## src/pkg/amtoc_pkg.sv

```systemverilog
`default_nettype none
package amtoc_pkg;
  localparam int DATA_W = 12;
  localparam int REG_W = 16;
  localparam int ADDR_W = 8;
  localparam int NCH = 2;
  localparam logic [7:0] ADDR_CFG1 = 8'h01;
  localparam logic [7:0] ADDR_CORR_A = 8'h03;
  localparam logic [7:0] ADDR_CORR_B = 8'h1A;
  localparam logic [7:0] ADDR_SLEEP = 8'h37;
  localparam logic [7:0] ADDR_OVR_THR = 8'h38;
  localparam logic [7:0] ADDR_TP_CTRL_A = 8'h3C;
  localparam logic [7:0] ADDR_TP_WORD = 8'h3D;
  localparam logic [7:0] ADDR_TP_CTRL_B = 8'h3E;
  localparam int CFG1_CORR_EN_A = 15;
  localparam int CFG1_CORR_EN_B = 9;
  localparam int CFG1_HIGH_PERF_ONE = 1;
  localparam int CORR_RESTART = 14;
  localparam int CORR_DC_EN = 13;
  localparam int SLEEP_BUSY = 15;
  localparam logic [15:0] CFG1_RST = 16'h0002;
  localparam logic [15:0] CORR_RST = 16'h0000;
  localparam logic [1:0] SLEEP_RST = 2'h0;
  localparam logic [3:0] OVR_THR_RST = 4'hF;
  localparam logic [15:0] TP_RST = 16'h0000;
  localparam logic [15:0] TP_ZERO_A = 16'h8000;
  localparam logic [15:0] TP_ZERO_W = 16'h0000;
  localparam logic [15:0] TP_ZERO_B = 16'h0000;
  localparam logic [15:0] TP_ONES_A = 16'hBFFC;
  localparam logic [15:0] TP_ONES_W = 16'h3FFC;
  localparam logic [15:0] TP_ONES_B = 16'h3FFC;
  localparam logic [15:0] TP_TAA_A = 16'h9554;
  localparam logic [15:0] TP_TAA_W = 16'h2AA8;
  localparam logic [15:0] TP_TAA_B = 16'h1554;
  localparam logic [15:0] TP_TFF_A = 16'hBFFC;
  localparam logic [15:0] TP_TFF_W = 16'h0000;
  localparam logic [15:0] TP_TFF_B = 16'h3FFC;
  localparam logic [11:0] PAT_AAA = 12'hAAA;
  localparam logic [11:0] PAT_555 = 12'h555;
  localparam logic [11:0] PAT_FFF = 12'hFFF;
  localparam logic [11:0] PAT_000 = 12'h000;
  localparam int CLK_PERIOD_NS = 40;
  localparam int WAKE_SHUTDOWN_NS = 2_500_000;
  localparam int WAKE_STANDBY_NS = 100_000;
  localparam int WAKE_DEEP_NS = 20_000;
  localparam int WAKE_LIGHT_NS = 2_000;
  localparam int WAKE_SHUTDOWN_CYC = (WAKE_SHUTDOWN_NS + CLK_PERIOD_NS - 1) / CLK_PERIOD_NS;
  localparam int WAKE_STANDBY_CYC = (WAKE_STANDBY_NS + CLK_PERIOD_NS - 1) / CLK_PERIOD_NS;
  localparam int WAKE_DEEP_CYC = (WAKE_DEEP_NS + CLK_PERIOD_NS - 1) / CLK_PERIOD_NS;
  localparam int WAKE_LIGHT_CYC = (WAKE_LIGHT_NS + CLK_PERIOD_NS - 1) / CLK_PERIOD_NS;
  localparam int OVR_LATENCY = 12;
  localparam int OVR_THR_SHIFT = 7;
  typedef enum logic [1:0] {
    SLP_SHUTDOWN = 2'h0,
    SLP_STANDBY = 2'h1,
    SLP_DEEP = 2'h2,
    SLP_LIGHT = 2'h3
  } amtoc_sleep_e;
  typedef enum logic [1:0] {
    PWR_RUN = 2'b00,
    PWR_SLEEP = 2'b01,
    PWR_WAKE = 2'b11
  } amtoc_pwr_e;
  typedef enum logic [2:0] {
    TP_OFF = 3'h0,
    TP_ZEROS = 3'h1,
    TP_ONES = 3'h2,
    TP_TOG_AA = 3'h3,
    TP_TOG_FF = 3'h4,
    TP_CUSTOM = 3'h5
  } amtoc_tp_e;
endpackage
`default_nettype wire

```

## src/amtoc_ctrl.sv

```systemverilog
`timescale 1ns/1ps
`default_nettype none
module amtoc_ctrl #(
  parameter int WAKE_SHUTDOWN = amtoc_pkg::WAKE_SHUTDOWN_CYC
) (
  input wire logic clock, // 25 MHz sampling-side clock
  input wire logic rstn, // Synchronous reset, active low
  input wire logic enable_pin, // Low requests sleep
  input wire logic reg_wr_en, // Register write strobe
  input wire logic reg_rd_en, // Register read strobe
  input wire logic [amtoc_pkg::ADDR_W-1:0] reg_addr, // Register address
  input wire logic [amtoc_pkg::REG_W-1:0] reg_wdata, // Register write data
  input wire logic [amtoc_pkg::DATA_W-1:0] sub_even_a, // Channel A even sub-converter
  input wire logic [amtoc_pkg::DATA_W-1:0] sub_odd_a, // Channel A odd sub-converter
  input wire logic [amtoc_pkg::DATA_W-1:0] sub_even_b, // Channel B even sub-converter
  input wire logic [amtoc_pkg::DATA_W-1:0] sub_odd_b, // Channel B odd sub-converter
  output logic [amtoc_pkg::REG_W-1:0] reg_rdata, // Read data, one cycle after strobe
  output logic [amtoc_pkg::DATA_W-1:0] data_a, // Channel A output word
  output logic [amtoc_pkg::DATA_W-1:0] data_b, // Channel B output word
  output logic data_valid, // Output words valid
  output logic fast_overrange_flag_a, // Channel A fast over-range
  output logic fast_overrange_flag_b, // Channel B fast over-range
  output logic sleep_active // Asleep or waking
);
  import amtoc_pkg::*;

  logic [15:0] cfg1;
  logic [15:0] corr_ctrl [NCH];
  amtoc_sleep_e sleep_cfg;
  amtoc_sleep_e sleep_mode;
  logic [3:0] overrange_threshold_field;
  logic [15:0] tp_ctrl_a;
  logic [15:0] tp_word;
  logic [15:0] tp_ctrl_b;
  amtoc_pwr_e state;
  amtoc_pwr_e next_state;
  logic [15:0] wake_cnt;
  logic [15:0] next_wake_cnt;
  logic phase;
  logic [15:0] next_rdata;

  wire wr_cfg1 = reg_wr_en && (reg_addr == ADDR_CFG1);
  wire wr_corr_a = reg_wr_en && (reg_addr == ADDR_CORR_A);
  wire wr_corr_b = reg_wr_en && (reg_addr == ADDR_CORR_B);
  wire wr_sleep = reg_wr_en && (reg_addr == ADDR_SLEEP);
  wire wr_thr = reg_wr_en && (reg_addr == ADDR_OVR_THR);
  wire wr_tpa = reg_wr_en && (reg_addr == ADDR_TP_CTRL_A);
  wire wr_tpw = reg_wr_en && (reg_addr == ADDR_TP_WORD);
  wire wr_tpb = reg_wr_en && (reg_addr == ADDR_TP_CTRL_B);

  always_ff @(posedge clock) begin
    if (!rstn) begin
      cfg1 <= CFG1_RST;
      corr_ctrl[0] <= CORR_RST;
      corr_ctrl[1] <= CORR_RST;
      sleep_cfg <= amtoc_sleep_e'(SLEEP_RST);
      overrange_threshold_field <= OVR_THR_RST;
      tp_ctrl_a <= TP_RST;
      tp_word <= TP_RST;
      tp_ctrl_b <= TP_RST;
    end else begin
      if (wr_cfg1) cfg1 <= reg_wdata;
      if (wr_corr_a) corr_ctrl[0] <= reg_wdata;
      if (wr_corr_b) corr_ctrl[1] <= reg_wdata;
      if (wr_sleep) sleep_cfg <= amtoc_sleep_e'(reg_wdata[1:0]);
      if (wr_thr) overrange_threshold_field <= reg_wdata[3:0];
      if (wr_tpa) tp_ctrl_a <= reg_wdata;
      if (wr_tpw) tp_word <= reg_wdata;
      if (wr_tpb) tp_ctrl_b <= reg_wdata;
    end
  end

  // Unmapped addresses read as zero
  always_comb begin
    next_rdata = 16'h0000;
    if (reg_addr == ADDR_CFG1) begin
      next_rdata = cfg1;
    end else if (reg_addr == ADDR_CORR_A) begin
      next_rdata = corr_ctrl[0];
    end else if (reg_addr == ADDR_CORR_B) begin
      next_rdata = corr_ctrl[1];
    end else if (reg_addr == ADDR_SLEEP) begin
      next_rdata = {(state != PWR_RUN), 13'h0000, sleep_cfg};
    end else if (reg_addr == ADDR_OVR_THR) begin
      next_rdata = {12'h000, overrange_threshold_field};
    end else if (reg_addr == ADDR_TP_CTRL_A) begin
      next_rdata = tp_ctrl_a;
    end else if (reg_addr == ADDR_TP_WORD) begin
      next_rdata = tp_word;
    end else if (reg_addr == ADDR_TP_CTRL_B) begin
      next_rdata = tp_ctrl_b;
    end
  end

  always_ff @(posedge clock) begin
    if (!rstn) reg_rdata <= 16'h0000;
    else if (reg_rd_en) reg_rdata <= next_rdata;
  end

  // Power state: mode is frozen at sleep entry so a late config write cannot shorten the wake wait
  wire [15:0] wake_len = (sleep_mode == SLP_SHUTDOWN) ? 16'(WAKE_SHUTDOWN) :
                         (sleep_mode == SLP_STANDBY) ? 16'(WAKE_STANDBY_CYC) :
                         (sleep_mode == SLP_DEEP) ? 16'(WAKE_DEEP_CYC) : 16'(WAKE_LIGHT_CYC);

  always_comb begin
    next_state = state;
    next_wake_cnt = wake_cnt;
    case (state)
      PWR_RUN: begin
        if (!enable_pin) next_state = PWR_SLEEP;
      end
      PWR_SLEEP: begin
        if (enable_pin) begin
          next_state = PWR_WAKE;
          next_wake_cnt = wake_len;
        end
      end
      PWR_WAKE: begin
        next_wake_cnt = wake_cnt - 16'h0001;
        if (!enable_pin) next_state = PWR_SLEEP;
        else if (wake_cnt == 16'h0001) next_state = PWR_RUN;
      end
      default: next_state = PWR_RUN;
    endcase
  end

  always_ff @(posedge clock) begin
    if (!rstn) begin
      state <= PWR_RUN;
      wake_cnt <= 16'h0000;
      sleep_mode <= amtoc_sleep_e'(SLEEP_RST);
      sleep_active <= 1'b0;
    end else begin
      state <= next_state;
      wake_cnt <= next_wake_cnt;
      if (state == PWR_RUN && next_state == PWR_SLEEP) sleep_mode <= sleep_cfg;
      sleep_active <= (next_state != PWR_RUN);
    end
  end

  // Test pattern decode; anything in range but off the preset table is taken as custom
  wire tp_on = tp_ctrl_a[15] && !tp_ctrl_a[14];
  wire [2:0] tp_kind_w =
    !tp_on ? TP_OFF :
    (tp_ctrl_a == TP_ZERO_A && tp_word == TP_ZERO_W && tp_ctrl_b == TP_ZERO_B) ? TP_ZEROS :
    (tp_ctrl_a == TP_ONES_A && tp_word == TP_ONES_W && tp_ctrl_b == TP_ONES_B) ? TP_ONES :
    (tp_ctrl_a == TP_TAA_A && tp_word == TP_TAA_W && tp_ctrl_b == TP_TAA_B) ? TP_TOG_AA :
    (tp_ctrl_a == TP_TFF_A && tp_word == TP_TFF_W && tp_ctrl_b == TP_TFF_B) ? TP_TOG_FF : TP_CUSTOM;
  wire amtoc_tp_e tp_kind = amtoc_tp_e'(tp_kind_w);
  wire [11:0] tp_value = (tp_kind == TP_ZEROS) ? PAT_000 :
                         (tp_kind == TP_ONES) ? PAT_FFF :
                         (tp_kind == TP_TOG_AA) ? (phase ? PAT_555 : PAT_AAA) :
                         (tp_kind == TP_TOG_FF) ? (phase ? PAT_FFF : PAT_000) : tp_word[13:2];

  always_ff @(posedge clock) begin
    if (!rstn) phase <= 1'b0;
    else phase <= !phase;
  end

  wire [11:0] sub_even [NCH];
  wire [11:0] sub_odd [NCH];
  assign sub_even[0] = sub_even_a;
  assign sub_odd[0] = sub_odd_a;
  assign sub_even[1] = sub_even_b;
  assign sub_odd[1] = sub_odd_b;
  wire [12:0] thr_level = {2'b00, overrange_threshold_field, 7'h00};
  wire running = (state == PWR_RUN);
  logic [11:0] out_word [NCH];
  logic ovr_out [NCH];

  genvar ch;
  generate
    for (ch = 0; ch < NCH; ch++) begin : g_ch
      logic signed [11:0] off_acc;
      logic [OVR_LATENCY-1:0] ovr_pipe;
      wire corr_en = (ch == 0) ? cfg1[CFG1_CORR_EN_A] : cfg1[CFG1_CORR_EN_B];
      wire restart = corr_ctrl[ch][CORR_RESTART];
      wire dc_en = corr_ctrl[ch][CORR_DC_EN];
      // Odd half is trimmed toward the even half; offset is wrap-around, no gain trim
      wire [11:0] odd_fix = sub_odd[ch] + (corr_en ? off_acc : 12'sh000);
      wire [11:0] raw = phase ? odd_fix : sub_even[ch];
      wire signed [11:0] diff = $signed(sub_even[ch]) - $signed(odd_fix);
      wire [12:0] ext = {raw[11], raw};
      wire [12:0] mag = raw[11] ? (13'h0000 - ext) : ext;
      wire hit = running && (mag > thr_level);
      always_ff @(posedge clock) begin
        if (!rstn || restart) off_acc <= 12'sh000;
        else if (corr_en && dc_en && phase && diff != 12'sh000) begin
          off_acc <= diff[11] ? off_acc - 12'sh001 : off_acc + 12'sh001;
        end
      end
      always_ff @(posedge clock) begin
        if (!rstn) begin
          ovr_pipe <= '0;
          out_word[ch] <= 12'h000;
        end else begin
          ovr_pipe <= {ovr_pipe[OVR_LATENCY-2:0], hit};
          out_word[ch] <= !running ? 12'h000 : (tp_kind != TP_OFF) ? tp_value : raw;
        end
      end
      assign ovr_out[ch] = ovr_pipe[OVR_LATENCY-1];
      a_ovr_latency: assert property (@(posedge clock) disable iff (!rstn)
        hit |-> ##12 ovr_out[ch]) else $error("over-range flag late or missing");
      a_restart_clear: assert property (@(posedge clock) disable iff (!rstn)
        restart |=> off_acc == 12'sh000) else $error("restart did not clear accumulator");
    end
  endgenerate

  always_ff @(posedge clock) begin
    if (!rstn) data_valid <= 1'b0;
    else data_valid <= running;
  end
  assign data_a = out_word[0];
  assign data_b = out_word[1];
  assign fast_overrange_flag_a = ovr_out[0];
  assign fast_overrange_flag_b = ovr_out[1];

  logic [15:0] wait_cyc;
  always_ff @(posedge clock) begin
    if (!rstn || state != PWR_WAKE) wait_cyc <= 16'h0000;
    else wait_cyc <= wait_cyc + 16'h0001;
  end

  a_sleep_entry: assert property (@(posedge clock) disable iff (!rstn)
    (state == PWR_RUN && !enable_pin) |=> state == PWR_SLEEP ##1 !data_valid) else $error("no sleep on low enable");
  a_wake_length: assert property (@(posedge clock) disable iff (!rstn)
    (state == PWR_WAKE && next_state == PWR_RUN) |-> wait_cyc == wake_len - 16'h0001) else $error("wake wait wrong");
  a_invalid_asleep: assert property (@(posedge clock) disable iff (!rstn)
    state != PWR_RUN |=> !data_valid) else $error("data valid while asleep");
  a_mode_latched: assert property (@(posedge clock) disable iff (!rstn)
    (state == PWR_RUN && next_state == PWR_SLEEP) |=> sleep_mode == $past(sleep_cfg)) else $error("sleep mode not taken");
  a_thr_reset: assert property (@(posedge clock)
    !rstn |=> overrange_threshold_field == 4'hF && !cfg1[CFG1_CORR_EN_A] && !cfg1[CFG1_CORR_EN_B]) else $error("reset values wrong");
  a_ones_pattern: assert property (@(posedge clock) disable iff (!rstn)
    (running && tp_kind == TP_ONES) |=> data_a == 12'hFFF && data_b == 12'hFFF) else $error("ones pattern wrong");
  a_custom_word: assert property (@(posedge clock) disable iff (!rstn)
    (running && tp_kind == TP_CUSTOM) |=> data_a == $past(tp_word[13:2])) else $error("custom word wrong");
  a_toggle_alt: assert property (@(posedge clock) disable iff (!rstn)
    (running && tp_kind == TP_TOG_AA) ##1 (running && tp_kind == TP_TOG_AA) |=> data_a != $past(data_a))
    else $error("toggle pattern stuck");
  a_thr_readback: assert property (@(posedge clock) disable iff (!rstn)
    (reg_rd_en && reg_addr == ADDR_OVR_THR) |=> reg_rdata == {12'h000, $past(overrange_threshold_field)})
    else $error("threshold readback wrong");

  c_wake_done: cover property (@(posedge clock) disable iff (!rstn) state == PWR_WAKE ##1 state == PWR_RUN);
  c_overrange: cover property (@(posedge clock) disable iff (!rstn) fast_overrange_flag_a);
  c_pattern_ff: cover property (@(posedge clock) disable iff (!rstn) running && tp_kind == TP_TOG_FF);
endmodule
`default_nettype wire

```

## config.mk

```make
export PLATFORM = sky130hd
export DESIGN_NAME = amtoc_ctrl
export DESIGN_NICKNAME = d
export VERILOG_FILES = /design/src/pkg/amtoc_pkg.sv /design/src/amtoc_ctrl.sv
export SDC_FILE = /design/constraint.sdc
export NUM_CORES = 1
export LEC_CHECK = 0
export ABC_AREA = 1
export BUFFER_PORTS_ARGS = -buffer_cell sky130_fd_sc_hd__buf_2
export CORE_UTILIZATION = 33
export CTS_BUF_LIST = sky130_fd_sc_hd__clkbuf_8
export CTS_CLUSTER_SIZE = 25
export DETAILED_ROUTE_END_ITERATION = 8
export GPL_TIMING_DRIVEN = 0
export PLACE_DENSITY = 0.55
export SLEW_MARGIN = 20
export SYNTH_ARGS = -nofsm -noshare
export SYNTH_HDL_FRONTEND = slang
export SYNTH_SLANG_ARGS = --single-unit
```

## constraint.sdc

```tcl
create_clock -name clock -period 9.53 [get_ports clock]
set_input_delay 1.4295 -clock clock [delete_from_list [all_inputs] [get_ports clock]]
set_output_delay 1.4295 -clock clock [all_outputs]
set_load 0.01 [all_outputs]
```

Word level (Yosys, flattened, before mapping)
Memory sizes are Yosys's and may differ from the RTL's.
Index checks and enable logic that the tools add are counted.

storage, ports and cells
  flip-flop bits (word level) = 157
  bits in writable memories = 56
  output and inout port bits = 44
  logic and storage cells = 157
  memories = 2

memory list
  memory     depth  bits a word  read ports  clocked after memory_dff  write ports  line               text
  corr_ctrl  2      16           2           0                         2            amtoc_ctrl.sv:28   logic [15:0] corr_ctrl [NCH];
  out_word   2      12           2           0                         2            amtoc_ctrl.sv:168  logic [11:0] out_word [NCH];

operators by class
  add/sub/neg operators = 11
  order comparisons = 2
  equality and inequality tests = 26
  muxes and demuxes = 53
  bitwise gates (word level) = 4
  reduce and logical (&&, ||, !) cells = 42

operators by type and width
  operator               count
  $mux 12                19
  $mux 16                12
  $eq 16x14->1 const B   3
  $eq 16x16->1 const B   3
  $eq 8x6->1 const B     5
  $logic_not 16->1       2
  $pmux 16 s2            1
  $gt 13x11->1           2
  $logic_and 1x1->1      26
  $mux 13                2
  $sub 1x12->13 const A  2
  $add 12x12->12         2
  $add 12x2->12 const B  2
  $reduce_bool 12->1     2
  $sub 12x12->12         2
  $sub 12x2->12 const B  2
  $eq 16x1->1 const B    1
  $eq 16x13->1 const B   1
  $sub 16x1->16 const B  1
  $mux 3                 4
  $mux 1                 9
  $mux 9                 1
  $eq 8x1->1 const B     1
  $eq 8x2->1 const B     1
  16 further kinds       32

Logic depth before layout (Yosys ltp)
Gate-level depths: netlist (run 1).

  word-level depth = 16
  mapped depth = 35
  gate-level depth less buffers = 35

Worst setup path after synthesis (run 1)
OpenSTA, ideal clock, no wires.

  kind = input to register
  start point = in sub_odd_b[0] (netlist name)
  end point = reg g_ch[1].off_acc[9]
  arrival time = 5.221 ns
  required time = 9.414 ns
  path slack = 4.193 ns
  cell stages on the path = 28
  path buffers = 0
  cells stage by stage = ha_1 fa_1 nand2_1 nand3_1 nand2_1 nor2_1 nor2_1 xor2_1 ha_1 nand2_1 a21oi_1 nand3b_1 nand2_1 nand3_1 nand3_1 nand2_1 nand2_1 nand2_1 inv_1 ha_1 a21o_1 a31oi_1 inv_1 a21oi_1 o21ai_0 xor2_1 o21ai_0 nor2_1

between the ends
  cells in the longest elaborated chain, start to end = 4

ends and longest elaborated chain
  item                  line               text
  from (decl)           amtoc_ctrl.sv:16   input wire logic [amtoc_pkg::DATA_W-1:0] sub_odd_b,
  $add 12x12->12 (*)    amtoc_ctrl.sv:180  wire [11:0] odd_fix = sub_odd[ch] + (corr_en ? off_acc : 12'sh000);
  $sub 12x12->12 (*)    amtoc_ctrl.sv:182  wire signed [11:0] diff = $signed(sub_even[ch]) - $signed(odd_fix);
  $reduce_bool 12->1    amtoc_ctrl.sv:188  else if (corr_en && dc_en && phase && diff != 12'sh000) begin
  $logic_and 1x1->1     amtoc_ctrl.sv:188
  to (signal assigned)  amtoc_ctrl.sv:189  off_acc <= diff[11] ? off_acc - 12'sh001 : off_acc + 12'sh001;
  to (decl)             amtoc_ctrl.sv:174  logic signed [11:0] off_acc;

Every way passes the cells marked *; elsewhere a longest branch is shown, timed or not.
A chain may end at the register's enable or synchronous reset.

Worst setup path in the final report (run 1)
Same ends and word-level chain as after synthesis.

==> results of run 1 <==
==> sequential cells by signal, indices dropped and copies added (netlist names) <==
signal	count
cfg1	16
corr_ctrl	32
data_valid	1
g_ch.off_acc	24
g_ch.ovr_pipe	24
out_word	24
overrange_threshold_field	4
phase	1
reg_rdata	16
sleep_active	1
sleep_cfg	2
sleep_mode	2
state	2
tp_ctrl_a	16
tp_ctrl_b	16
tp_word	16
wake_cnt	16
==> how the worst max path moves through the flow <==
stage               slack, ns  cells after the start                          endpoint            startpoint
floorplan                4.19                     28   g_ch[1].off_acc[9]$_SDFFE_PP0P_          sub_odd_b[0]
global placement         3.45                     29   g_ch[1].off_acc[9]$_SDFFE_PP0P_          sub_odd_b[0]
detailed placement       3.37                     29   g_ch[1].off_acc[9]$_SDFFE_PP0P_          sub_odd_b[0]
CTS                      3.96                     29   g_ch[1].off_acc[9]$_SDFFE_PP0P_          sub_odd_b[0]
global route             3.43                     35  g_ch[1].off_acc[10]$_SDFFE_PP0P_  cfg1[9]$_SDFFE_PN0P_
finish                   3.94                     29   g_ch[1].off_acc[9]$_SDFFE_PP0P_          sub_odd_b[0]
==> cells by family (layout without fill, tap and decap cells) <==
logic type	count (synthesis)	count (layout)	share of synthesized area, %
xor+xnor	55	55	3.822
compound gates	408	408	17.55
other cells	0	1	0
buf+inv	314	504	9.521
simple gates	694	694	24.13
flops	213	213	36.38
fa+ha+maj	83	83	8.598
==> power by group through the flow <==
stage | sequential, µW | clock [µW] | combinational, µW
global placement | 967 | 0 | 297
global route | 949 | 906 | 345
floorplan | 967 | 0 | 205
detailed placement | 966 | 0 | 302
CTS | 947 | 864 | 304
finish | 948 | 837 | 304
==> cell type report <==
type	instances	area (µm²)
Fill cell	3983	22970
Clock inverter	25	126.4
Buffer	58	239.0
Antenna cell	1	2.502
Clock buffer	44	605.6
Tap cell	511	639.4
Sequential cell	213	4584
Multi-Input combinational cell	1240	6830
Timing Repair Buffer	121	618.1
Inverter	256	960.9
==> worst register-to-register path: cells and delay by family (launching register included) <==
kind / cells / cell delay [ns]
simple gates: 16 / 1.73
fa+ha+maj: 4 / 1.11
buf+inv: 5 / 0.95
compound gates: 5 / 0.88
flops: 1 / 0.57
xor+xnor: 1 / 0.15
==> cells in the final DEF (no fill, tap or decap), types with 6 or more instances in the layout <==
| cell | Yosys | final |
|---|---|---|
| a21oi_1 | 197 | 197 |
| a221oi_1 | 11 | 11 |
| a31oi_1 | 6 | 6 |
| buf_1 | 6 | 6 |
| buf_2 | 2 | 121 |
| clkbuf_1 | 46 | 46 |
| clkbuf_8 | 0 | 44 |
| clkinv_1 | 4 | 9 |
| clkinv_2 | 0 | 6 |
| dfxtp_1 | 181 | 181 |
| edfxtp_1 | 32 | 32 |
| fa_1 | 6 | 6 |
| ha_1 | 77 | 77 |
| inv_1 | 250 | 261 |
| nand2_1 | 368 | 368 |
| nand2_2 | 11 | 11 |
| nand3_1 | 76 | 76 |
| nand4_1 | 43 | 43 |
| nor2_1 | 130 | 130 |
| nor3_1 | 19 | 18 |
| nor4_1 | 17 | 17 |
| o211ai_1 | 9 | 9 |
| o21ai_0 | 126 | 124 |
| o21ai_1 | 20 | 20 |
| o22ai_1 | 17 | 17 |
| xnor2_1 | 16 | 16 |
| xor2_1 | 39 | 39 |
==> metrics by stage <==
| stage | std cells | power [µW] | utilization, % | worst slack [ns] |
|---|---|---|---|---|
| 2_1_floorplan | 1767 | 1172 | - | 4.193 |
| 3_3_place_gp | 2397 | 1264 | 36.82 | 3.454 |
| 3_5_place_dp | 2399 | 1267 | 36.92 | 3.366 |
| 4_1_cts | 2468 | 2116 | 38.86 | 3.960 |
| 5_1_grt | 2468 | 2201 | 38.86 | 3.426 |
| 6_report | 2469 | 2089 | 38.87 | 3.942 |
==> routing by layer <==
layer  global-route usage (%)  wire length [µm]  up-vias
met5                        0                 0        -
met4                    5.398               738        0
met3                    3.124              2258       64
met2                    31.44             16710      356
met1                    28.01             18950     5584
li1                         -                 -     6213
==> reports/results.tsv, run 1 <==
stage	metric	value	unit
worst_setup_path	Buf/Inv on CP	3	
synthesis	top-count cell post-synth	nand2_1	
timing	max_slew headroom	42.13	%
synthesis	asr flop ratio synth	0	%
hold_path	hold path depth	2	
power	maximum VDD drop	0.07677	mV
global_routing	vias in the first global route	11580	
floorplan	Initial Util	33.54	%
cells_and_area	Syn-to-layout area delta	15.91	%
synthesis	Yosys top cell area share	28.75	%
place	detailed placement HPWL	30.34	mm
clock_network	cts hold-fix bufs	0	
global_routing	initial antenna violation count	1	
global_routing	Overflow after GRT	0	
floorplan	num rows	71	
worst_setup_path	CP dominant cell by count	nand2_1	
timing	min Tclk post-route	5.588	ns
synthesis	Post-synth EDFFs	32	
timing	Max Clock Freq	0.1789	GHz
clock_network	worst skew pair latency	0.57	ns
place	placed cell areas	0.01387	mm²
power	Reg power frac	45.4	%
clock_network	Worst-path clk slew	0.06	ns
worst_setup_path	delay of the slowest cell on the worst path	0.41	ns
drt	total number of vias	12220	
clock_network	Clock Tree Root	clkbuf_8	
drt	WL per Instance	15.66	µm
global_routing	first-pass GRT wire length	60.95	mm
clock_network	CTS tree	done	
place	number of port buffers	119	
worst_setup_path	Req. time, crit path	9.98	ns
drt	final WL	38.66	mm
hold_path	worst min path class	reg2reg	
floorplan	Die W	197.4	µm
run	Max Cap Violations	0	
clock_network	cts bufs inserted	40	
worst_setup_path	CP delay by family, top	adder cells	
clock_network	CTS resizes	0	
drt	vias per cell	4.948	
clock_network	postcts setup bufs	0	
power	switching power	618.2	µW
timing	Final Setup Violations	0	
drt	DRT iter0 DRCs	733	
global_routing	gr usage total	19.92	%
worst_setup_path	CP max FO	11	
worst_setup_path	Crit Path Class	in2reg	
status	status	completed	
synthesis	Syn Area/Cell	7.132	µm²
hold_path	HP Start	g_ch[1].ovr_pipe[5]$_SDFF_PN0_	
synthesis	Distinct cells, synth	53	
synthesis	Yosys warning total	0	
power	Clk pwr share	40.1	%
hold_path	worst hold path endpoint	g_ch[1].ovr_pipe[6]$_SDFF_PN0_	
floorplan	I/O pin count	121	
synthesis	synth cell count leaders	nand2_1 (368), inv_1 (250), a21oi_1 (197)	
clock_network	H-Tree Depth	2	
synthesis	post-synth top area cell	dfxtp_1	
timing	post-route clock skew	0.03070	ns
timing	fin. max-slew vios	0	
synthesis	synthesized area	0.01260	mm²
power	Sw Ratio	29.59	%
timing	Slew @ Worst Pin	0.8614	ns
synthesis	Most used DFF post-synth	dfxtp_1	
drt	Final ANT Viol Nets	0	
worst_setup_path	Crit-path slowest cell	fa_1	
power	PwrDens	143.0	mW/mm²
worst_setup_path	launch point of the worst reg-to-reg path	cfg1[15]$_SDFFE_PN0P_	
timing	RSZ-0062 raised after global routing	false	
place	GPL Wtd Cong	0.9210	
global_routing	pin count of the biggest net entering global routing	13	
worst_setup_path	CP arrival	6.04	ns
cells_and_area	ratio of cells with drive above 1 in the final layout	11.29	%
worst_setup_path	crit path capture type	flop	
timing	Setup TNS	0	ns
worst_setup_path	Startpoint Class	input pin	
clock_network	CTS sink cnt	213	
floorplan	Die Height	197.4	µm
power	internal power	1471	µW
power	LEAKAGE	0.006893	µW
worst_setup_path	reg2reg end	g_ch[0].off_acc[11]$_SDFFE_PP0P_	
synthesis	post-synthesis sequential area ratio	36.38	%
timing	Fin Hold WS	0.4029	ns
clock_network	clk buf depth	3	
synthesis	Mapped Cells	1767	
drt	Residual DRC	0	
drt	First-pass DRT Iterations	6	
power	Comb pwr share	14.6	%
cells_and_area	Post-layout nets	2090	
timing	final period utilization	58.64	%
synthesis	Synth Register Bits	213	
synthesis	Syn Nets	1927	
worst_setup_path	r2r setup slk	4.01	ns
worst_setup_path	Register-to-Register Path Depth	31	
floorplan	Core Box Area	0.03758	mm²
cells_and_area	fin area	0.01461	mm²
floorplan	die area	0.03897	mm²
timing	final hold vios	0	
synthesis	synth top area cells	dfxtp_1 (29%), nand2_1 (11%), a21oi_1 (7.8%)	
Note: power is estimated with default switching activity, not from simulation.
==> run 2, diff against run 1 <==
--- a/config.mk
+++ b/config.mk
@@ -5,7 +5,7 @@
 export SDC_FILE = /design/constraint.sdc
 export NUM_CORES = 1
 export LEC_CHECK = 0
-export ABC_AREA = 1
+export ABC_AREA = 0
 export BUFFER_PORTS_ARGS = -buffer_cell sky130_fd_sc_hd__buf_2
 export CORE_UTILIZATION = 33
 export CTS_BUF_LIST = sky130_fd_sc_hd__clkbuf_8
==> constraint.sdc (replaced) <==
create_clock -name clock -period 5.8 [get_ports clock]
set_input_delay 0.87 -clock clock [delete_from_list [all_inputs] [get_ports clock]]
set_output_delay 0.87 -clock clock [all_outputs]
set_load 0.01 [all_outputs]
==> run 2 against run 1 <==
Critical path depth is 2 lower. Register-to-register slack worse by 4.0 ns. Critical endpoint is now g_ch[1].off_acc[10]$_SDFFE_PP0P_. Sequential share of layout area fell by 1.2 points. First-iteration DRC count rose by 3.8%. Largest cell class unchanged. Total power up 73%. Routed wire length is 2.1% higher. Core utilization is 1.5 points higher. Sequential power grew 65%. Combinational power is 95% higher.
==> reports/results.tsv, run 2 <==
stage	metric	value	unit
cells_and_area	Post-layout nets	1872	
synthesis	Yosys warning total	0	
timing	Slew @ Worst Pin	0.8570	ns
drt	First-pass DRT Iterations	5	
clock_network	clk buf depth	3	
clock_network	Worst-path clk slew	0.06	ns
clock_network	CTS sink cnt	213	
timing	final period utilization	99.61	%
clock_network	cts hold-fix bufs	0	
timing	fin worst setup slack	0.02274	ns
place	dpl cells	2149	
clock_network	H-Tree Depth	2	
global_routing	global route hottest layer	met2	
worst_setup_path	CP max FO	5	
worst_setup_path	r2r setup slk	0.02	ns
cells_and_area	fin area	0.01522	mm²
global_routing	vias in the first global route	11230	
drt	total number of vias	11780	
floorplan	I/O pin count	121	
global_routing	met2 Usage GRT	34.92	%
cells_and_area	ratio of cells with drive above 1 in the final layout	15.95	%
cells_and_area	Syn-to-layout area delta	20.52	%
worst_setup_path	Register-to-Register Path Depth	27	
worst_setup_path	Req. time, crit path	6.26	ns
worst_setup_path	Crit-path slowest cell	a2111o_1	
place	GPL Wtd Cong	0.8578	
power	total power	3624	µW
cells_and_area	commonest non-fill, non-tap cells in the layout	nand2_1 (238), dfxtp_1 (178), buf_2 (117), nor2_1 (107), a21oi_1 (97)	
timing	RSZ-0062 raised after global routing	true	
timing	post-route clock skew	0.02520	ns
power	maximum VDD drop	0.1177	mV
timing	Fin Hold WS	0.4278	ns
hold_path	hold path depth	1	
cells_and_area	non-filler cells in the finished layout	2255	
place	number of port buffers	117	
global_routing	M1 GR Usage	25.05	%
drt	Residual DRC	0	
hold_path	HP Start	g_ch[1].ovr_pipe[8]$_SDFF_PN0_	
timing	Max Clock Freq	0.1731	GHz
timing	min Tclk post-route	5.777	ns
global_routing	gr usage total	19.92	%
floorplan	Initial Util	33.54	%
floorplan	Core Box Area	0.03767	mm²
global_routing	initial antenna violation count	0	
hold_path	worst min path class	reg2reg	
worst_setup_path	Crit Path Class	reg2reg	
run	Max Cap Violations	0	
clock_network	Clock Tree Root	clkbuf_8	
worst_setup_path	crit path capture type	flop	
worst_setup_path	Startpoint Class	flop	
drt	vias per cell	5.223	
cells_and_area	most common cell after layout, fill and taps aside	nand2_1	
cells_and_area	Register Area	0.004591	mm²
worst_setup_path	delay of the slowest cell on the worst path	0.43	ns
worst_setup_path	CP arrival	6.24	ns
synthesis	synth cell count leaders	nand2_1 (239), dfxtp_1 (181), nor2_1 (108)	
place	pre-CTS WS	-0.8883	ns
global_routing	met3 GRT Util	2.817	%
synthesis	Synth Register Bits	213	
drt	Final ANT Viol Nets	0	
clock_network	cts bufs inserted	40	
worst_setup_path	CP dominant cell by count	a21o_1	
cells_and_area	number of flip-flops in the largest register	32	
global_routing	pin count of the biggest net entering global routing	17	
floorplan	Die Height	197.7	µm
place	detailed placement HPWL	29.50	mm
synthesis	Yosys top cell area share	28.68	%
synthesis	asr flop ratio synth	0	%
worst_setup_path	launch point of the worst reg-to-reg path	cfg1[9]$_SDFFE_PN0P_	
floorplan	num rows	71	
drt	WL per Instance	17.50	µm
synthesis	post-synth top area cell	dfxtp_1	
floorplan	die area	0.03907	mm²
clock_network	CTS tree	done	
synthesis	synth top area cells	dfxtp_1 (29%), ha_1 (7.6%), edfxtp_1 (7.6%)	
synthesis	Syn Nets	1680	
cells_and_area	fill count	3897	
drt	final WL	39.47	mm
power	PwrDens	238.0	mW/mm²
synthesis	synthesized area	0.01263	mm²
global_routing	first-pass GRT wire length	60.75	mm
cells_and_area	largest reg by FF count	corr_ctrl	
place	placed cell areas	0.01396	mm²
synthesis	top-count cell post-synth	nand2_1	
synthesis	Syn Area/Cell	8.311	µm²
synthesis	Distinct cells, synth	82	
status	status	completed	
floorplan	Die W	197.7	µm
timing	Final Setup Violations	0	
synthesis	Mapped Cells	1520	
global_routing	Overflow after GRT	0	
clock_network	worst skew pair latency	0.56	ns
timing	max_slew headroom	42.43	%
power	LEAKAGE	0.006198	µW
worst_setup_path	reg2reg end	g_ch[1].off_acc[10]$_SDFFE_PP0P_	
hold_path	worst hold path endpoint	g_ch[1].ovr_pipe[9]$_SDFF_PN0_	
synthesis	post-synthesis sequential area ratio	36.29	%
synthesis	Post-synth EDFFs	32	
timing	final hold vios	0	
synthesis	Most used DFF post-synth	dfxtp_1	
drt	DRT iter0 DRCs	761	
timing	fin. max-slew vios	0	
cells_and_area	Multi-input gate area	0.007924	mm²
[run 2: cells by family (layout without fill, tap and decap cells)]
group | count (synthesis) | count (layout) | share of synthesized area (%)
multiplexers | 37 | 37 | 2.981
adder cells (fa/ha/maj) | 84 | 84 | 8.667
AND/OR/NAND/NOR | 600 | 600 | 22.59
XOR/XNOR | 60 | 60 | 4.477
flip-flops | 213 | 213 | 36.29
AO/OA/AOI/OAI | 418 | 418 | 21.68
other | 0 | 1 | 0
buffers and inverters | 108 | 331 | 3.308
[run 2: timing repair]
item | 4_1_cts | 5_1_grt
buffers inserted | 24 | 10
pin swaps | 15 | 17
setup endpoints to repair | 8 | 9
gates resized for setup | 17 | 28
[run 2: layout make-up]
class / instances / share of cell area, %
plain buffers: 69 / 1.808
inverters: 37 / 0.9122
well taps: 511 / 4.200
multi-input cells: 1199 / 52.05
diodes: 1 / 0.01644
clock buffers: 48 / 4.339
flip-flops and latches: 213 / 30.15
repair buffers: 152 / 5.597
clock inverters: 25 / 0.9287
[run 2: worst max path at each step]
stage | startpoint | end | slack, ns | cells after the start
2_1_floorplan | sub_odd_b[0] | g_ch[1].off_acc[11]$_SDFFE_PP0P_ | -0.1 | 26
3_3_place_gp | sub_odd_b[0] | g_ch[1].off_acc[11]$_SDFFE_PP0P_ | -0.83 | 26
3_5_place_dp | sub_odd_b[0] | g_ch[1].off_acc[11]$_SDFFE_PP0P_ | -0.89 | 26
4_1_cts | cfg1[9]$_SDFFE_PN0P_ | g_ch[1].off_acc[10]$_SDFFE_PP0P_ | -0.05 | 27
5_1_grt | cfg1[9]$_SDFFE_PN0P_ | g_ch[1].off_acc[10]$_SDFFE_PP0P_ | -0.27 | 27
6_report | cfg1[9]$_SDFFE_PN0P_ | g_ch[1].off_acc[10]$_SDFFE_PP0P_ | 0.02 | 27
[run 2: routing by layer]
layer  vias up  wire length (µm)
li1       5813                 -
met4         0              1074
met3        69              1653
met2       284             19290
met1      5611             17460
met5         -                 0
[run 2: power breakdown]
part	internal (µW)	total, µW	switching, µW	leakage (µW)
clock network	800	1470	669	0.000476
logic	245	593	347	0.00395
registers	1540	1560	23.5	0.00177
total	2580	3620	1040	0.00620
[run 2: worst max-delay path: cells and delay by family, from the launching register on]
kind            cells  cell delay (ns)
buf+inv             1             0.12
simple gates        4             0.56
fa+ha+maj           4             1.19
xor+xnor            2             0.39
flops               1             0.38
compound gates     16             3.02
[run 2: stage by stage]
stage	setup TNS, ns	utilization [%]
finish	0	40.42
global route	-0.6052	40.41
CTS	-0.08236	39.84
detailed placement	-3.872	37.06
global placement	-5.769	37.00
floorplan	-0.1711	-
==> run 3, diff against run 2 <==
--- a/config.mk
+++ b/config.mk
@@ -7,6 +7,7 @@
 export LEC_CHECK = 0
 export ABC_AREA = 0
 export BUFFER_PORTS_ARGS = -buffer_cell sky130_fd_sc_hd__buf_2
+export CORE_ASPECT_RATIO = 0.7
 export CORE_UTILIZATION = 33
 export CTS_BUF_LIST = sky130_fd_sc_hd__clkbuf_8
 export CTS_CLUSTER_SIZE = 25
==> run 3 against run 2 <==
The flow now finishes with violations (setup timing). Total power is 4.3% lower. Cell area is 1.1% lower. Sequential share of layout area is 0.32 points higher. Combinational power is 0.7% higher. Via count is 0.42% higher. Core utilization is 0.17 points lower. Non-clock buffer count is 2 lower. Critical path depth is 1 higher. Maximum frequency is 0.80% lower. Setup slack worse by 0.047 ns. Critical endpoint unchanged. Largest power group unchanged.
==> reports/results.tsv, run 3 (synthesis gave the netlist of run 2 again) <==
stage	metric	value	unit
power	Sw Ratio	29.54	%
clock_network	cts bufs inserted	37	
timing	Final Setup Violations	1	
place	detailed placement HPWL	30.77	mm
worst_setup_path	Req. time, crit path	6.27	ns
hold_path	worst min path class	reg2reg	
drt	WL per Instance	18.39	µm
power	Clk pwr share	37.7	%
cells_and_area	number of flip-flops in the largest register	32	
cells_and_area	Post-layout nets	1867	
power	internal power	2443	µW
worst_setup_path	Crit-path slowest cell	a2111o_1	
clock_network	Worst-path clk slew	0.07	ns
floorplan	num rows	59	
clock_network	CTS tree	done	
drt	total number of vias	11830	
floorplan	Initial Util	33.75	%
floorplan	Core Box Area	0.03743	mm²
global_routing	Overflow after GRT	0	
worst_setup_path	crit path capture type	flop	
drt	DRT iter0 DRCs	929	
global_routing	vias in the first global route	11120	
timing	fin worst setup slack	-0.02411	ns
cells_and_area	Syn-to-layout area delta	19.25	%
cells_and_area	commonest non-fill, non-tap cells in the layout	nand2_1 (238), dfxtp_1 (178), buf_2 (117), nor2_1 (107), a21oi_1 (99)	
global_routing	first-pass GRT wire length	62.75	mm
cells_and_area	ratio of cells with drive above 1 in the final layout	15.36	%
clock_network	H-Tree Depth	2	
worst_setup_path	Crit Path Class	reg2reg	
status	failing checks	setup timing	
power	Reg power frac	45.1	%
timing	max_slew headroom	38.72	%
cells_and_area	non-filler cells in the finished layout	2221	
timing	final hold vios	0	
timing	fin. max-slew vios	0	
drt	Residual DRC	0	
clock_network	Clock Tree Root	clkbuf_8	
power	LEAKAGE	0.006120	µW
timing	min Tclk post-route	5.824	ns
global_routing	initial antenna violation count	0	
floorplan	die area	0.03908	mm²
cells_and_area	post-layout util	40.25	%
global_routing	pin count of the biggest net entering global routing	17	
clock_network	CTS sink cnt	213	
place	GPL Wtd Cong	0.8661	
drt	final WL	40.83	mm
global_routing	gr usage total	20.33	%
cells_and_area	largest reg by FF count	corr_ctrl	
timing	final period utilization	100.4	%
timing	post-route clock skew	0.02375	ns
timing	Slew @ Worst Pin	0.9107	ns
worst_setup_path	r2r setup slk	-0.02	ns
timing	Max Clock Freq	0.1717	GHz
worst_setup_path	Startpoint Class	flop	
worst_setup_path	CP arrival	6.30	ns
worst_setup_path	CP dominant cell by count	a21o_1	
worst_setup_path	CP max FO	6	
power	PwrDens	230.2	mW/mm²
worst_setup_path	delay of the slowest cell on the worst path	0.47	ns
power	Comb pwr share	17.2	%
drt	Final ANT Viol Nets	0	
cells_and_area	fill count	3819	
status	status	finished with violations	
run	Max Cap Violations	0	
place	dpl cells	2126	
floorplan	Die W	235.8	µm
power	switching power	1024	µW
floorplan	Die Height	165.7	µm
cells_and_area	most common cell after layout, fill and taps aside	nand2_1	
drt	First-pass DRT Iterations	5	
place	number of port buffers	117	
floorplan	I/O pin count	121	
clock_network	clk buf depth	3	
clock_network	worst skew pair latency	0.56	ns
clock_network	cts hold-fix bufs	0	
drt	vias per cell	5.325	
timing	RSZ-0062 raised after global routing	true	
power	maximum VDD drop	0.1164	mV
-- run 3: changes by cell type in the layout (fill, tap and decap cells not counted), moves of 2 or more --
cell,delta
o21ai_0,-2
a21oi_1,+2
clkbuf_8,-6
buf_4,-4
a21oi_2,-3
o21ai_1,+3
-- run 3: per-stage QoR --
step	worst slack, ns	setup TNS (ns)	area, µm²	power [µW]	hold WS (ns)
after CTS	0.004099	0	14900	3484	0.4289
after detailed placement	-0.9290	-4.161	13930	2138	0.4177
after global routing	-0.2321	-0.6404	15060	3627	0.4345
final	-0.02411	-0.02411	15060	3467	0.4182
after global placement	-0.8566	-5.942	13910	2126	0.4142
after floorplan	-0.09678	-0.1711	12710	1959	0.4119
-- run 3: power by group through the flow --
stage | clock network, µW | logic (µW) | registers, µW
3_5_place_dp | 0 | 544 | 1590
6_report | 1310 | 597 | 1560
3_3_place_gp | 0 | 533 | 1590
2_1_floorplan | 0 | 365 | 1590
5_1_grt | 1410 | 655 | 1560
4_1_cts | 1340 | 580 | 1560
-- run 3: final cells by class --
| class | count | area [µm²] | area share (%) |
|---|---|---|---|
| Multi-Input combinational cell | 1199 | 7931 | 52.65 |
| Sequential cell | 213 | 4591 | 30.48 |
| Timing Repair Buffer | 149 | 829.5 | 5.507 |
| Tap cell | 488 | 610.6 | 4.053 |
| Clock buffer | 42 | 578.1 | 3.838 |
| Buffer | 70 | 286.5 | 1.902 |
| Inverter | 37 | 138.9 | 0.9220 |
| Clock inverter | 22 | 95.09 | 0.6313 |
| Antenna cell | 1 | 2.502 | 0.01661 |
-- run 3: what timing repair did --
item,4_1_cts,5_1_grt
pin swaps,20,12
setup buffers,24,8
gates resized for setup,24,24
setup endpoints to repair,10,10
-- run 3: worst paths after layout --
path                                                          to  depth (start not counted)                       startpoint
worst max-delay path            g_ch[1].off_acc[10]$_SDFFE_PP0P_                         28             cfg1[9]$_SDFFE_PN0P_
worst min-delay path             g_ch[1].ovr_pipe[11]$_SDFF_PN0_                          1  g_ch[1].ovr_pipe[10]$_SDFF_PN0_
worst max register to register  g_ch[1].off_acc[10]$_SDFFE_PP0P_                         28             cfg1[9]$_SDFFE_PN0P_
worst min register to register   g_ch[1].ovr_pipe[11]$_SDFF_PN0_                          1  g_ch[1].ovr_pipe[10]$_SDFF_PN0_
-- run 3: per-layer routing --
metal	track usage [%]	share of wire [%]	vias up
met2	29.51	42	344
met5	0	0	-
li1	-	-	5801
met3	3.817	6.2	49
met1	30.52	50	5632
met4	4.973	1.7	0
-- run 3: critical path, delay by kind of cell (launching register included) --
family | cells | cell delay [ns]
buf+inv | 1 | 0.13
simple gates | 6 | 0.77
compound gates | 15 | 3.00
fa+ha+maj | 4 | 1.09
xor+xnor | 2 | 0.37
flops | 1 | 0.39
